## config.mk

```make
export PLATFORM = sky130hd
export DESIGN_NAME = irq_router
export DESIGN_NICKNAME = d
export VERILOG_FILES = /design/src/irq_route_pkg.sv /design/src/irq_slice.sv /design/src/irq_router.sv
export SDC_FILE = /design/constraint.sdc
export NUM_CORES = 1
export LEC_CHECK = 0
export BUFFER_PORTS_ARGS = -buffer_cell sky130_fd_sc_hd__buf_4
export CAP_MARGIN = 5
export CORE_AREA = 10 10 103 105
export DETAILED_ROUTE_END_ITERATION = 6
export DIE_AREA = 0 0 113 115
export GPL_TIMING_DRIVEN = 0
export PLACE_DENSITY = 0.55
export SETUP_SLACK_MARGIN = 0.15
export SYNTH_ARGS = -nofsm -noshare
export SYNTH_HDL_FRONTEND = slang
export SYNTH_SLANG_ARGS = --single-unit
```

## constraint.sdc

```tcl
create_clock -name i_ref_clk -period 2.5 [get_ports i_ref_clk]
set_input_delay 0.375 -clock i_ref_clk [delete_from_list [all_inputs] [get_ports i_ref_clk]]
set_output_delay 0.375 -clock i_ref_clk [all_outputs]
set_load 0.02 [all_outputs]
```

## src/irq_route_pkg.sv

```systemverilog
// Constants and carrier types for the cascaded interrupt router
// Operation
// [RULE_01] Sixteen request lines 0..15, eight on primary and eight on secondary controller.
// [RULE_02] Secondary controller output drives primary request input 2.
// [RULE_03] Line 9 replaces legacy bus request 2; firmware may make it deliver vector 0Ah.
// [RULE_04] Primary: lower number wins, line 0 highest, line 7 lowest.
// [RULE_05] Lines 8..15 ranked inside primary slot 2, so they outrank 3..7.
// [RULE_06] After power-up every request line is masked and vectors are defined.
// [RULE_07] Primary lines 0..7 give vectors 08h..0Fh; timer on 0, keyboard on 1.
// [RULE_08] Secondary lines 8..15 give vectors 70h..77h; secondary disk on 15.
// [RULE_09] Real-time clock on 8, coprocessor on 13, primary disk on 14.
// [RULE_10] I/O channel check raises the non-maskable interrupt, vector 2.
// [RULE_11] System-management interrupt ignores masks and bypasses the vectored controllers.
// [RULE_12] A switchable source disabled in setup loses its function and frees its line.
// [RULE_13] Add-on cards should not drive lines already taken by on-board sources.
package irq_route_pkg;

   localparam int NUM_LINES = 16;
   localparam int SLICE_LINES = 8;
   localparam int CASCADE_INPUT = 2;
   localparam int LEGACY_BUS_LINE = 2;
   localparam int LEGACY_LINE = 9;
   localparam int LINE_TIMER0 = 0;
   localparam int LINE_KBD = 1;
   localparam int LINE_COM2 = 3;
   localparam int LINE_COM1 = 4;
   localparam int LINE_SOUND = 5;
   localparam int LINE_FDC = 6;
   localparam int LINE_LPT1 = 7;
   localparam int LINE_RTC = 8;
   localparam int LINE_FIELDBUS = 10;
   localparam int LINE_MOUSE = 12;
   localparam int LINE_FPU = 13;
   localparam int LINE_HD1 = 14;
   localparam int LINE_HD2 = 15;

   // Vector numbers presented to the core
   localparam logic [7:0] VEC_PRI_BASE = 8'h08;
   localparam logic [7:0] VEC_SEC_BASE = 8'h70;
   localparam logic [7:0] VEC_NMI = 8'h02;
   localparam logic [7:0] VEC_LEGACY = 8'h0a;
   // Answer to an acknowledge with nothing pending: lowest primary slot
   localparam logic [7:0] VEC_SPURIOUS = 8'h0f;

   // Reset values
   localparam logic [15:0] MASK_RESET = 16'hffff;
   localparam logic [7:0] VECTOR_RESET = 8'h00;

   // Acknowledge sequencer states
   typedef enum logic [1:0] {
      ST_IDLE = 2'b00,
      ST_HOLD = 2'b01
   } ack_state_t;

   // On-board request sources, one bit each
   typedef struct packed {
      logic timer0;
      logic kbd;
      logic com2;
      logic com1;
      logic sound;
      logic fdc;
      logic lpt1;
      logic rtc;
      logic vga;
      logic fieldbus;
      logic mouse;
      logic fpu;
      logic hd1;
      logic hd2;
   } onboard_src_t;

   // Setup enables for sources that can be switched off
   typedef struct packed {
      logic com2;
      logic com1;
      logic fdc;
      logic lpt1;
      logic mouse;
      logic hd2;
   } switch_en_t;

   // Non-vectored sources
   typedef struct packed {
      logic iochk;
      logic smi;
   } special_src_t;

endpackage

```

## src/irq_slice.sv

```systemverilog
// One eight-input prioritised request controller slice
`timescale 1ns/1ps
`default_nettype none
module irq_slice (
   input wire logic i_ref_clk,
   input wire logic i_rst,
   input wire logic [7:0] i_req,
   input wire logic [7:0] i_mask,
   input wire logic i_ack,
   input wire logic i_eoi,
   output logic o_pending,
   output logic [2:0] o_sel,
   output var logic [7:0] o_in_service
);

   logic [7:0] req_seen;
   logic [7:0] next_in_service;
   logic found;
   logic cleared;

   // Requests are level sensitive; sampling once keeps the resolver glitch free
   always_ff @(posedge i_ref_clk) begin
      if (i_rst) begin
         req_seen <= 8'h00;
      end else begin
         req_seen <= i_req;
      end
   end

   // Lowest index wins; an in-service line blocks itself and all below it
   always_comb begin
      o_pending = 1'b0;
      o_sel = 3'h0;
      found = 1'b0;
      for (int i = 0; i < 8; i++) begin
         if (!found) begin
            if (o_in_service[i]) begin
               found = 1'b1;
            end else if (req_seen[i] && !i_mask[i]) begin
               o_pending = 1'b1;
               o_sel = 3'(i);
               found = 1'b1;
            end
         end
      end
   end // see [RULE_04] see [RULE_05]

   // End of interrupt retires the highest ranked service bit, then acknowledge sets one
   always_comb begin
      next_in_service = o_in_service;
      cleared = 1'b0;
      for (int i = 0; i < 8; i++) begin
         if (i_eoi && !cleared && o_in_service[i]) begin
            next_in_service[i] = 1'b0;
            cleared = 1'b1;
         end
      end
      if (i_ack && o_pending) begin
         next_in_service[o_sel] = 1'b1;
      end
   end

   // In-service state
   always_ff @(posedge i_ref_clk) begin
      if (i_rst) begin
         o_in_service <= 8'h00;
      end else begin
         o_in_service <= next_in_service;
      end
   end

endmodule
`default_nettype wire

```

## src/irq_router.sv

```systemverilog
// Cascaded interrupt router: source wiring, masks, special interrupts, acknowledge
`timescale 1ns/1ps
`default_nettype none
module irq_router (
   input wire logic i_ref_clk,
   input wire logic i_rst,
   input wire irq_route_pkg::onboard_src_t i_onboard,
   input wire irq_route_pkg::switch_en_t i_switch_en,
   input wire irq_route_pkg::special_src_t i_special,
   input wire logic [15:0] i_bus_irq,
   input wire logic i_legacy9,
   input wire logic i_mask_wr,
   input wire logic [15:0] i_mask_data,
   input wire logic i_inta,
   input wire logic i_eoi,
   output logic o_int,
   output logic o_nmi,
   output logic o_smi,
   output logic o_vec_valid,
   output logic [7:0] o_vector,
   output logic [15:0] o_mask,
   output logic [15:0] o_in_service
);

   irq_route_pkg::ack_state_t state;
   irq_route_pkg::ack_state_t next_state;
   logic [15:0] line;
   logic [15:0] onboard_line;
   logic [7:0] pri_req;
   logic pri_pending;
   logic [2:0] pri_sel;
   logic [7:0] pri_isr;
   logic sec_pending;
   logic [2:0] sec_sel;
   logic [7:0] sec_isr;
   logic pri_ack;
   logic sec_ack;
   logic sec_eoi;
   logic nmi_pend;
   logic iochk_prev;
   logic take_nmi;
   logic [7:0] next_vector;

   // Sound, video and fieldbus have no setup switch, so they always own their lines
   // On-board sources onto their lines; disabled sources let go of the line
   always_comb begin
      onboard_line = 16'h0000;
      onboard_line[irq_route_pkg::LINE_TIMER0] = i_onboard.timer0; // see [RULE_07]
      onboard_line[irq_route_pkg::LINE_KBD] = i_onboard.kbd; // see [RULE_07]
      onboard_line[irq_route_pkg::LINE_COM2] = i_onboard.com2 & i_switch_en.com2; // see [RULE_12]
      onboard_line[irq_route_pkg::LINE_COM1] = i_onboard.com1 & i_switch_en.com1; // see [RULE_12]
      onboard_line[irq_route_pkg::LINE_SOUND] = i_onboard.sound;
      onboard_line[irq_route_pkg::LINE_FDC] = i_onboard.fdc & i_switch_en.fdc; // see [RULE_12]
      onboard_line[irq_route_pkg::LINE_LPT1] = i_onboard.lpt1 & i_switch_en.lpt1; // see [RULE_12]
      onboard_line[irq_route_pkg::LINE_RTC] = i_onboard.rtc; // see [RULE_09]
      onboard_line[irq_route_pkg::LEGACY_LINE] = i_onboard.vga;
      onboard_line[irq_route_pkg::LINE_FIELDBUS] = i_onboard.fieldbus;
      onboard_line[irq_route_pkg::LINE_MOUSE] = i_onboard.mouse & i_switch_en.mouse; // see [RULE_12]
      onboard_line[irq_route_pkg::LINE_FPU] = i_onboard.fpu; // see [RULE_09]
      onboard_line[irq_route_pkg::LINE_HD1] = i_onboard.hd1; // see [RULE_09]
      onboard_line[irq_route_pkg::LINE_HD2] = i_onboard.hd2 & i_switch_en.hd2; // see [RULE_08] see [RULE_12]
   end

   // Bus lines are merged by OR; a card sharing an on-board line just adds to it
   always_comb begin
      line = onboard_line | i_bus_irq; // see [RULE_13]
      // The bus pin of the old line 2 is carried on line 9
      line[irq_route_pkg::LEGACY_LINE] = onboard_line[irq_route_pkg::LEGACY_LINE]
         | i_bus_irq[irq_route_pkg::LEGACY_LINE]
         | i_bus_irq[irq_route_pkg::LEGACY_BUS_LINE]; // see [RULE_03]
      // Line 2 itself is the cascade input and never seen from outside
      line[irq_route_pkg::CASCADE_INPUT] = 1'b0; // see [RULE_02]
   end

   // Primary inputs: lines 0..7 with the secondary output in slot 2
   always_comb begin
      pri_req = line[7:0];
      pri_req[irq_route_pkg::CASCADE_INPUT] = sec_pending; // see [RULE_02]
   end

   // Trade-off: a write acts on the already sampled requests, so o_int follows a cycle later
   // Mask register, all masked out of reset until software opens lines
   always_ff @(posedge i_ref_clk) begin
      if (i_rst) begin
         o_mask <= irq_route_pkg::MASK_RESET; // see [RULE_06]
      end else if (i_mask_wr) begin
         o_mask <= i_mask_data;
      end
   end

   // Lines 0..7 on the primary slice
   irq_slice u_primary (
      .i_ref_clk(i_ref_clk),
      .i_rst(i_rst),
      .i_req(pri_req),
      .i_mask(o_mask[7:0]),
      .i_ack(pri_ack),
      .i_eoi(i_eoi),
      .o_pending(pri_pending),
      .o_sel(pri_sel),
      .o_in_service(pri_isr)
   ); // see [RULE_01] see [RULE_04]

   // Lines 8..15 on the secondary slice
   irq_slice u_secondary (
      .i_ref_clk(i_ref_clk),
      .i_rst(i_rst),
      .i_req(line[15:8]),
      .i_mask(o_mask[15:8]),
      .i_ack(sec_ack),
      .i_eoi(sec_eoi),
      .o_pending(sec_pending),
      .o_sel(sec_sel),
      .o_in_service(sec_isr)
   ); // see [RULE_01] see [RULE_05]

   // Limitation: no nesting inside the secondary; slot 2 stays closed until this end of interrupt
   // One end of interrupt closes the cascade on both slices when slot 2 is on top
   assign sec_eoi = i_eoi && pri_isr[2:0] == 3'b100; // see [RULE_02]

   // The previous level resets low like the idle pin, so no false edge follows reset
   // Channel check is caught on its rising edge; a new edge beats a same-cycle clear
   always_ff @(posedge i_ref_clk) begin
      if (i_rst) begin
         iochk_prev <= 1'b0;
         nmi_pend <= 1'b0;
      end else begin
         iochk_prev <= i_special.iochk;
         if (i_special.iochk && !iochk_prev) begin
            nmi_pend <= 1'b1; // see [RULE_10]
         end else if (take_nmi) begin
            nmi_pend <= 1'b0;
         end
      end
   end

   // Hazard: an NMI taken while a vectored request waits leaves o_int high for the next acknowledge
   // The non-maskable request goes first when the core acknowledges
   assign take_nmi = state == irq_route_pkg::ST_IDLE && i_inta && nmi_pend; // see [RULE_10]

   // Acknowledge routing: only a cascade win also reaches the secondary slice
   always_comb begin
      pri_ack = 1'b0;
      sec_ack = 1'b0;
      if (state == irq_route_pkg::ST_IDLE && i_inta && !nmi_pend && pri_pending) begin
         pri_ack = 1'b1;
         sec_ack = pri_sel == 3'(irq_route_pkg::CASCADE_INPUT); // see [RULE_05]
      end
   end

   // The spurious answer covers a request that dropped between o_int and the acknowledge
   // Vector chosen for the winning source
   always_comb begin
      if (nmi_pend) begin
         next_vector = irq_route_pkg::VEC_NMI; // see [RULE_10]
      end else if (!pri_pending) begin
         next_vector = irq_route_pkg::VEC_SPURIOUS;
      end else if (pri_sel != 3'(irq_route_pkg::CASCADE_INPUT)) begin
         next_vector = irq_route_pkg::VEC_PRI_BASE + {5'h00, pri_sel}; // see [RULE_07]
      end else if (i_legacy9 && sec_sel == 3'(irq_route_pkg::LEGACY_LINE - 8)) begin
         next_vector = irq_route_pkg::VEC_LEGACY; // see [RULE_03]
      end else begin
         next_vector = irq_route_pkg::VEC_SEC_BASE + {5'h00, sec_sel}; // see [RULE_08]
      end
   end

   // Limitation: an acknowledge in the hold cycle is dropped, so the core must space them
   // Sequencer: one hold cycle lets the service bits settle before the next acknowledge
   always_comb begin
      case (state)
         irq_route_pkg::ST_IDLE: begin
            next_state = i_inta ? irq_route_pkg::ST_HOLD : irq_route_pkg::ST_IDLE;
         end
         irq_route_pkg::ST_HOLD: begin
            next_state = irq_route_pkg::ST_IDLE;
         end
         default: begin
            next_state = irq_route_pkg::ST_IDLE;
         end
      endcase
   end

   // State register
   always_ff @(posedge i_ref_clk) begin
      if (i_rst) begin
         state <= irq_route_pkg::ST_IDLE;
      end else begin
         state <= next_state;
      end
   end

   // Vector answer: valid for exactly one cycle after a taken acknowledge
   always_ff @(posedge i_ref_clk) begin
      if (i_rst) begin
         o_vector <= irq_route_pkg::VECTOR_RESET; // see [RULE_06]
         o_vec_valid <= 1'b0;
      end else begin
         o_vec_valid <= state == irq_route_pkg::ST_IDLE && i_inta;
         if (state == irq_route_pkg::ST_IDLE && i_inta) begin
            o_vector <= next_vector;
         end
      end
   end

   // Registered outputs cost a cycle of latency but keep the pins glitch free
   // Request outputs to the core; management interrupt never sees a mask
   always_ff @(posedge i_ref_clk) begin
      if (i_rst) begin
         o_int <= 1'b0;
         o_nmi <= 1'b0;
         o_smi <= 1'b0;
         o_in_service <= 16'h0000;
      end else begin
         o_int <= pri_pending && !pri_ack; // see [RULE_02]
         o_nmi <= nmi_pend && !take_nmi; // see [RULE_10]
         o_smi <= i_special.smi; // see [RULE_11]
         o_in_service <= {sec_isr, pri_isr};
      end
   end

endmodule
`default_nettype wire

```

; Word level (Yosys, flattened, before mapping)
; Cells that the tools add are included.
[totals]
out_inout_bits = 44
ff_bits = 80
wordCells = 303
in_bits = 60
[classes]
n_eq_ne = 4
bitwise = 12
n_mux = 171
add_sub_neg = 2
magnitude_cmp = 4
n_reduce_logical = 96
[ops]
columns = operator, count
row1 = two-way mux 1 bit, 123
row2 = two-way mux 3 bit, 40
row3 = logical AND 1 bit, 59
row4 = two-way mux 8 bit, 6
row5 = logical NOT 1 bit, 34
row6 = bitwise OR 16 bit, 1
row7 = bitwise OR 8 bit, 2
row8 = adder 7 x 3 -> 8 bit (first input constant), 1
row9 = < comparator 3 x 4 -> 1 bit (second input constant), 2
row10 = AND 1 bit, 6
row11 = demux 1 bit (select 3 bit), 2
row12 = greater-or-equal comparator 3 x 1 -> 1 bit (second input constant), 2
row13 = adder 4 x 3 -> 5 bit (first input constant), 1
row14 = equality test 3 x 1 -> 1 bit (second input constant), 1
row15 = equality test 3 x 2 -> 1 bit (second input constant), 1
row16 = equality test 3 bit (second input constant), 1
row17 = != test 3 x 2 -> 1 bit (second input constant), 1
row18 = logical NOT 2 bit, 1
row19 = bitwise OR 1 bit, 2
row20 = nonzero test 2 bit, 1
row21 = OR reduction 2 bit, 1
row22 = inverter 1 bit, 1

; Longest topological paths before layout
; Gate-level depths: netlist (run 1).
[logic_depth]
depth_word = 34
depth_mapped = 7
ltp_nobuf = 6

; Modules after synthesis
; Synthesis (run 1) repeated with hierarchy kept, for this count alone.
[hier_totals]
hier_cells = 326
hier_area_um2 = 3146.8
[modules_own_cells]
columns = mod, instances, area_each_um2, seq_area_each_um2, cells_per_inst
row1 = irq_router, 1, 1615.3, 880.8, 152
row2 = irq_slice, 2, 765.7, 320.3, 87

; Worst setup path before layout (run 1)
; No wires, ideal clock.
[synth_path]
path_type = reg-to-reg
startpoint = reg u_secondary.o_in_service[4]
endpoint = reg o_vector[0]
path_stages_with_launch = 7
required_time_ns = 2.375
slack_ns = 0.537
arrival_ns = 1.838
period_less_slack_ns = 1.963
n_path_buf = 0
setup_ns = 0.125
cell_sequence = dfxtp_1 -> or3_1 -> o32a_1 -> nor4_4 -> o2bb2ai_2 -> nor2b_1 -> o41a_1
[synth_via]
elab_chain_len = 17
word_cells_on_any_way = 22
cone_classes = 1 x add/sub / 1 x eq/ne / 19 x mux / 1 x reduce/logical
[synth_lines]
columns = element, line_no
row1 = start: declaration, irq_slice.sv:13  ; output var logic [7:0] o_in_service
row2 = start signal: assignment, irq_slice.sv:68  ; o_in_service <= next_in_service;
row3 = two-way mux 3 bit, irq_slice.sv:37  ; if (o_in_service[i]) begin
row4 = two-way mux 3 bit, irq_slice.sv:36  ; if (!found) begin
row5 = two-way mux 3 bit, irq_slice.sv:39  ; end else if (req_seen[i] && !i_mask[i]) begin
row6 = two-way mux 3 bit, irq_slice.sv:37
row7 = two-way mux 3 bit, irq_slice.sv:36
row8 = two-way mux 3 bit, irq_slice.sv:39
row9 = two-way mux 3 bit, irq_slice.sv:37
row10 = two-way mux 3 bit, irq_slice.sv:36
row11 = two-way mux 3 bit, irq_slice.sv:39
row12 = two-way mux 3 bit, irq_slice.sv:37
row13 = two-way mux 3 bit *, irq_slice.sv:36
row14 = branches (longest 2 deep; another with adder 7 x 3 -> 8 bit), --
row15 = two-way mux 8 bit *, irq_router.sv:160  ; end else if (i_legacy9 && sec_sel == 3'(irq_route_pkg::LEGACY_LINE - 8)) begin
row16 = two-way mux 8 bit *, irq_router.sv:158  ; end else if (pri_sel != 3'(irq_route_pkg::CASCADE_INPUT)) begin
row17 = two-way mux 8 bit *, irq_router.sv:156  ; end else if (!pri_pending) begin
row18 = two-way mux 8 bit *, irq_router.sv:154  ; if (nmi_pend) begin
row19 = end signal: assignment, irq_router.sv:195  ; o_vector <= irq_route_pkg::VECTOR_RESET;
row20 = end signal: assignment, irq_router.sv:200  ; o_vector <= next_vector;
row21 = end: declaration, irq_router.sv:20  ; output logic [7:0] o_vector,
; Every way passes the cells marked *.
; A chain may end at the register's enable or synchronous reset.

; Final worst setup path (run 1)
; Ends and elaborated chain as after synthesis.

==> results of run 1 <==
## worst reg2reg max path, delay by kind of cell (launching register included)
kind,cells,cell delay [ns]
compound gates,3,0.91
simple gates,3,0.73
flops,1,0.37
## cells in the final DEF, fill, tap and decap left out, types with 4 or more instances in the layout
cell	n
a211o_1	16
a21oi_1	13
buf_4	104
clkbuf_1	10
clkbuf_8	10
dfxtp_1	76
inv_1	9
nand2_1	15
nand2b_1	15
nand3_1	12
nand4_1	4
nor2_1	43
nor2b_1	40
nor3_1	9
o21ai_0	14
o31ai_1	5
## per-stage QoR
stage | cell area (um2) | hold WS [ns] | cells | power, uW | setup WS, ns
CTS | 4000 | 0.213 | 548 | 2520 | 0.367
global placement | 3830 | 0.450 | 533 | 1710 | 0.409
finish | 4000 | 0.222 | 548 | 2490 | 0.381
floorplan | 2940 | 0.429 | 324 | 1530 | 0.537
global route | 4000 | 0.215 | 548 | 2610 | 0.177
detailed placement | 3830 | 0.448 | 533 | 1710 | 0.375
## power by group
part | switching [uW] | internal (uW) | total [uW] | leakage (uW)
Sequential | 29.2 | 1260 | 1290 | 0.000625
Clock | 433 | 381 | 813 | 0.0000852
Combinational | 203 | 180 | 383 | 0.00105
## path summary, 6_finish.rpt
| kind | start | end | slack (ns) | cells past startpoint |
|---|---|---|---|---|
| min reg2reg | iochk_prev$_SDFF_PP0_ | nmi_pend$_SDFFE_PP0P_ | 0.47 | 2 |
| max reg2reg | u_secondary.o_in_service[4]$_SDFF_PP0_ | o_vector[0]$_SDFFE_PP0P_ | 0.38 | 6 |
| min | i_mask_data[15] | o_mask[15]$_SDFFE_PP1P_ | 0.22 | 2 |
| max | u_secondary.o_in_service[4]$_SDFF_PP0_ | o_vector[0]$_SDFFE_PP0P_ | 0.38 | 6 |
## final cells by class
class	count	area share (%)
sequential	76	38.0
inverter	9	0.844
clock buffer	11	3.53
timing repair buffer	101	18.9
buffer	15	1.69
multi-input combinational	224	32.9
tap	108	3.38
clock inverter	4	0.656
## per-layer routing
layer	global-route usage (%)	vias up	wire length [um]
li1	-	1346	-
met1	16.2	1209	3930
met2	20.2	82	3820
met3	6.25	10	816
met4	4.06	0	107
met5	0	-	0
## state kept, by name (all words and copies together), names as in the netlist, 5 cells and up
register                  cells
u_secondary.o_in_service      8
u_primary.req_seen            8
o_in_service                 16
u_secondary.req_seen          8
o_mask                       16
u_primary.o_in_service        8
o_vector                      5
## synthesized netlist by cell type
cell	number
o2bb2ai_1	2
nor3_1	9
o32ai_1	2
nand2_1	15
a21oi_1	13
nor4_4	1
buf_4	3
o2bb2ai_2	1
o32a_1	1
a31oi_1	1
nand3_1	12
a22oi_1	3
a22o_1	2
a21boi_1	1
nand2b_1	15
conb_1	1
and2_1	2
nor2_2	1
nand4_1	4
nor2_1	43
o41ai_1	1
buf_1	3
or3_1	3
o31a_1	1
or3b_1	1
and4b_1	1
a21o_1	3
o21a_1	2
a211o_1	16
o31ai_1	5
o21ai_0	14
inv_1	9
nor2b_1	40
nor3b_1	2
or4_1	1
o21bai_1	2
a2bb2oi_1	1
o41a_1	1
dfxtp_1	76
and3_1	1
clkbuf_1	9
## cells by family (layout without fill, tap and decap cells)
group,after synthesis,after routing
other cells,1,1
compound gates,72,72
simple gates,151,151
buf+inv,24,140
flops,76,76
==> impl_metrics.csv, run 1 <==
group,metric,value,unit
pwr,powerDensity,622,nW/um2
status,status,"finished, final reports clean",
sta,fin_setup_tns,0,ns
cells_and_area,diodes,0,
critical_path,path_max_fanout,8,
synthesis,synth_top_area_cell,"dfxtp_1",
sta,fin_crit,2.12,ns
sta,hold_viol_final,0,
global_routing,grt_usage,13.2,%
global_routing,grt_pass1_vias,2667,
flow_run,maxCapViolCount,0,
synthesis,synth_area_leaders,"dfxtp_1, nor2b_1, nor2_1",
synthesis,synth_top_family_by_area,"simple AND/OR/NAND/NOR gates",
place,port-buffer-count,101,
floorplanning,start_util,34.4,%
critical_path,critical_path.top_delay_family,"compound AO/OA/AOI/OAI gates",
synthesis,ys_warn_count,0,
synthesis,yosysSeqAreaShare,51.7,%
place,dp_hpwl,6910,um
sta,timing.fmax,472,MHz
synthesis,ys_types,41,
critical_path,critPathLaunchType,"register",
cells_and_area,seqCellArea,1520,um2
cells_and_area,fillers,851,
routing,drt_iter0_drc,84,
critical_path,critPathKind,"reg2reg",
floorplanning,fp-row-count,34,
floorplanning,die_area,13000,um2
synthesis,synth_top_area_share,51.7,%
clock_tree,cts_tree,"done",
cells_and_area,drive_above_1_share,27.5,%
cells_and_area,fin_util,46.8,%
routing,vias,2647,
sta,fin_crit_sh,84.8,%
synthesis,synth_compound_area_share,17.6,%
critical_path,critPathRequiredTime,2.73,ns
synthesis,synth_cells,324,
sta,setup_viol,0,
synthesis,synth-xor-area-share,0,%
critical_path,cp-end-kind,"register",
floorplanning,pin_count,104,
sta,skew,0.0118,ns
synthesis,syn_area,2940,um2
synthesis,yosys-mux-area-fraction,0,%
sta,rsz0062_at_grt,"false",
routing,drcViolationCount,0,
synthesis,yosys.area_share.simple,27.1,%
clock_tree,h-tree-depth,3,
routing,antenna_left,0,
sta,slew_viol_final,0,
critical_path,arrival,2.35,ns
synthesis,synth_nets,384,
clock_tree,cts_buffers,9,
synthesis,synth.avg_cell_area,9.08,um2
pwr,power_leakage,0.00176,uW
cells_and_area,syn2layout_area_growth,36.1,%
cells_and_area,multiInputGateArea,1320,um2
critical_path,path_cells,"or3_1 > o32a_1 > nor4_4 > o2bb2ai_2 > nor2b_1 > o41a_1",
clock_tree,cts_max_path_buffers,2,
synthesis,ys_ff_latch,76,
global_routing,grt_max_degree,13,
clock_tree,clk_pin_slew,0.08,ns
critical_path,cp_num_buf_inv,0,
routing,post_drt_wl_per_cell,15.8,um
routing,wirelength,8670,um
place,gp_congestion,0.857,
cells_and_area,nNetsFinal,496,
global_routing,grt_pass1_wl,13800,um
critical_path,cp_slowest_cell,"or3_1",
floorplanning,core,8550,um2
clock_tree,post_cts_buffers,0,
synthesis,synthAdderAreaFrac,0,%
sta,tightest_slew,0.661,ns
clock_tree,cts_resized,0,
critical_path,critPathMaxStageDelay,0.41,ns
floorplanning,die_h,115,um
clock_tree,hold_buffers,0,
global_routing,antenna_found_initial,0,
floorplanning,die_w,113,um
hold_path,hold_path.class,"in2reg",
clock_tree,clkSinkCount,76,
pwr,vdd_drop_max,0.258,mV
clock_tree,root_buffer,"clkbuf_8",
routing,drt-pass1-iter-count,4,
sta,relSlewSlack,55.6,%
clock_tree,clock_latency,0.35,ns
routing,avgViaCountPerCell,4.83,
global_routing,gr-total-overflow,0,
Note: power is estimated with default switching activity, not from simulation.
==> run 2, diff against run 1 <==
Clock period 2.5 ns to 2.2 ns, I/O delays scaled along.
==> impl_metrics.csv, run 2 (synthesized netlist as in run 1, its figures left out) <==
group,metric,value,unit
routing,dr_wl_met2,3940,um
global_routing,antenna_found_initial,0,
routing,routed-wl-met3,827,um
pwr,seq_power_share,51.4,%
sta,hold_ws,0.177,ns
pwr,internal_power,2090,uW
clock_tree,clkSinkCount,76,
place,dp_hpwl,6910,um
clock_tree,cts_buffers,9,
floorplanning,pin_count,104,
sta,fin_crit_sh,92.9,%
global_routing,grt_pass1_wl,13800,um
sta,rsz0062_at_grt,"true",
cells_and_area,final_common_cell,"buf_4",
critical_path,critPathMaxStageDelay,0.37,ns
critical_path,critPathLaunchType,"register",
pwr,power_leakage,0.00181,uW
sta,fin_crit,2.04,ns
routing,drcViolationCount,0,
routing,wl_met1,3960,um
global_routing,grt_pass1_vias,2668,
routing,routed.top_layer,"met4",
cells_and_area,drive_above_1_share,31.4,%
routing,wirelength,8840,um
routing,avgViaCountPerCell,4.78,
cells_and_area,layout_common_cells,"buf_4, dfxtp_1, nor2_1",
clock_tree,cts_tree,"done",
pwr,powerDensity,694,nW/um2
global_routing,gr-total-overflow,0,
sta,tightest_slew,0.624,ns
status,status,"finished, final reports clean",
clock_tree,h-tree-depth,3,
critical_path,arrival,2.28,ns
routing,drt-pass1-iter-count,4,
floorplanning,die_h,115,um
critical_path,critPathRequiredTime,2.43,ns
cells_and_area,stdcell_count,554,
sta,relSlewSlack,58.1,%
floorplanning,core,8550,um2
routing,drt_iter0_drc,91,
global_routing,grt_max_degree,13,
routing,post_drt_wl_per_cell,16.0,um
floorplanning,fp-row-count,34,
critical_path,path_max_fanout,4,
hold_path,hold_path.class,"in2reg",
clock_tree,hold_buffers,0,
pwr,clockPowerShare,32.5,%
cells_and_area,reg.largest.list,"o_in_service x16, o_mask x16",
sta,hold_viol_final,0,
sta,setup_viol,0,
place,dp.cells,533,
floorplanning,start_util,34.4,%
routing,antenna_left,0,
cells_and_area,syn2layout_area_growth,39.9,%
pwr,p_switching,769,uW
critical_path,cp-end-kind,"register",
pwr,comb_power_share,16.1,%
flow_run,maxCapViolCount,0,
sta,skew,0.0115,ns
floorplanning,die_w,113,um
clock_tree,root_buffer,"clkbuf_8",
routing,vias,2650,
pwr,vdd_drop_max,0.294,mV
sta,timing.fmax,489,MHz
clock_tree,cts_max_path_buffers,2,
critical_path,path_cells,"or3_4 > o32a_1 > nor4_4 > o2bb2ai_4 > nor2b_4 > o41a_1",
sta,slew_viol_final,0,
cells_and_area,diodes,0,
critical_path,critPathKind,"reg2reg",
critical_path,cp_slowest_cell,"or3_4",
sta,fin_setup_tns,0,ns
place,port-buffer-count,101,
clock_tree,clk_pin_slew,0.08,ns
cells_and_area,nNetsFinal,502,
pwr,switching_share,27.0,%
clock_tree,clock_latency,0.35,ns
global_routing,grt_usage,13.2,%
floorplanning,die_area,13000,um2
place,gp_congestion,0.857,
run 2: cell types whose count changed in the layout (fill, tap and decap cells not counted), sizes merged:
cell	change
buf	+6
run 2: per-layer routing:
| layer | global-route usage [%] | vias up |
|---|---|---|
| met5 | 0 | - |
| li1 | - | 1359 |
| met3 | 6.25 | 10 |
| met1 | 16.2 | 1202 |
| met4 | 4.06 | 0 |
| met2 | 20.2 | 79 |
run 2: what timing repair did:
action / CTS / global route
gates resized for setup: 1 / 17
setup endpoints to repair: 3 / 12
pin swaps: 0 / 5
setup buffers: 0 / 6
run 2: critical path: cells and delay by family, from the launching register on:
family           cells  cell delay, ns
AND/OR/NAND/NOR      3            0.84
flip-flops           1            0.36
AO/OA/AOI/OAI        3            0.74
run 2: final cells by class:
| cell class | instances | area, um2 |
|---|---|---|
| Fill cell | 849 | 4440 |
| Inverter | 9 | 33.8 |
| Tap cell | 108 | 135 |
| Buffer | 15 | 68.8 |
| Clock inverter | 4 | 26.3 |
| Sequential cell | 76 | 1530 |
| Multi-Input combinational cell | 224 | 1380 |
| Timing Repair Buffer | 107 | 803 |
| Clock buffer | 11 | 141 |
run 2: power groups by stage:
| stage | sequential (uW) | clock (uW) | combinational (uW) |
|---|---|---|---|
| finish | 1470 | 928 | 459 |
| global route | 1480 | 1010 | 502 |
| CTS | 1470 | 952 | 439 |
| detailed placement | 1500 | 0 | 438 |
| global placement | 1500 | 0 | 437 |
| floorplan | 1540 | 0 | 199 |
run 2: final timing paths:
path	endpoint	slack (ns)	start	cells past startpoint
worst min register to register	nmi_pend$_SDFFE_PP0P_	0.47	iochk_prev$_SDFF_PP0_	2
worst max-delay path	o_vector[0]$_SDFFE_PP0P_	0.16	u_secondary.o_in_service[5]$_SDFF_PP0_	6
worst min-delay path	o_mask[15]$_SDFFE_PP1P_	0.18	i_mask_data[15]	2
worst max register to register	o_vector[0]$_SDFFE_PP0P_	0.16	u_secondary.o_in_service[5]$_SDFF_PP0_	6
run 2: through the flow:
stage / power [uW] / setup slack (ns) / util [%] / instance area [um2]
2_1_floorplan: 1730 / 0.237 / - / 2940
3_3_place_gp: 1940 / 0.109 / 44.8 / 3830
4_1_cts: 2860 / 0.0996 / 46.8 / 4000
6_report: 2850 / 0.156 / 48.1 / 4110
5_1_grt: 2990 / 0.0840 / 48.1 / 4110
3_5_place_dp: 1940 / 0.0752 / 44.8 / 3830
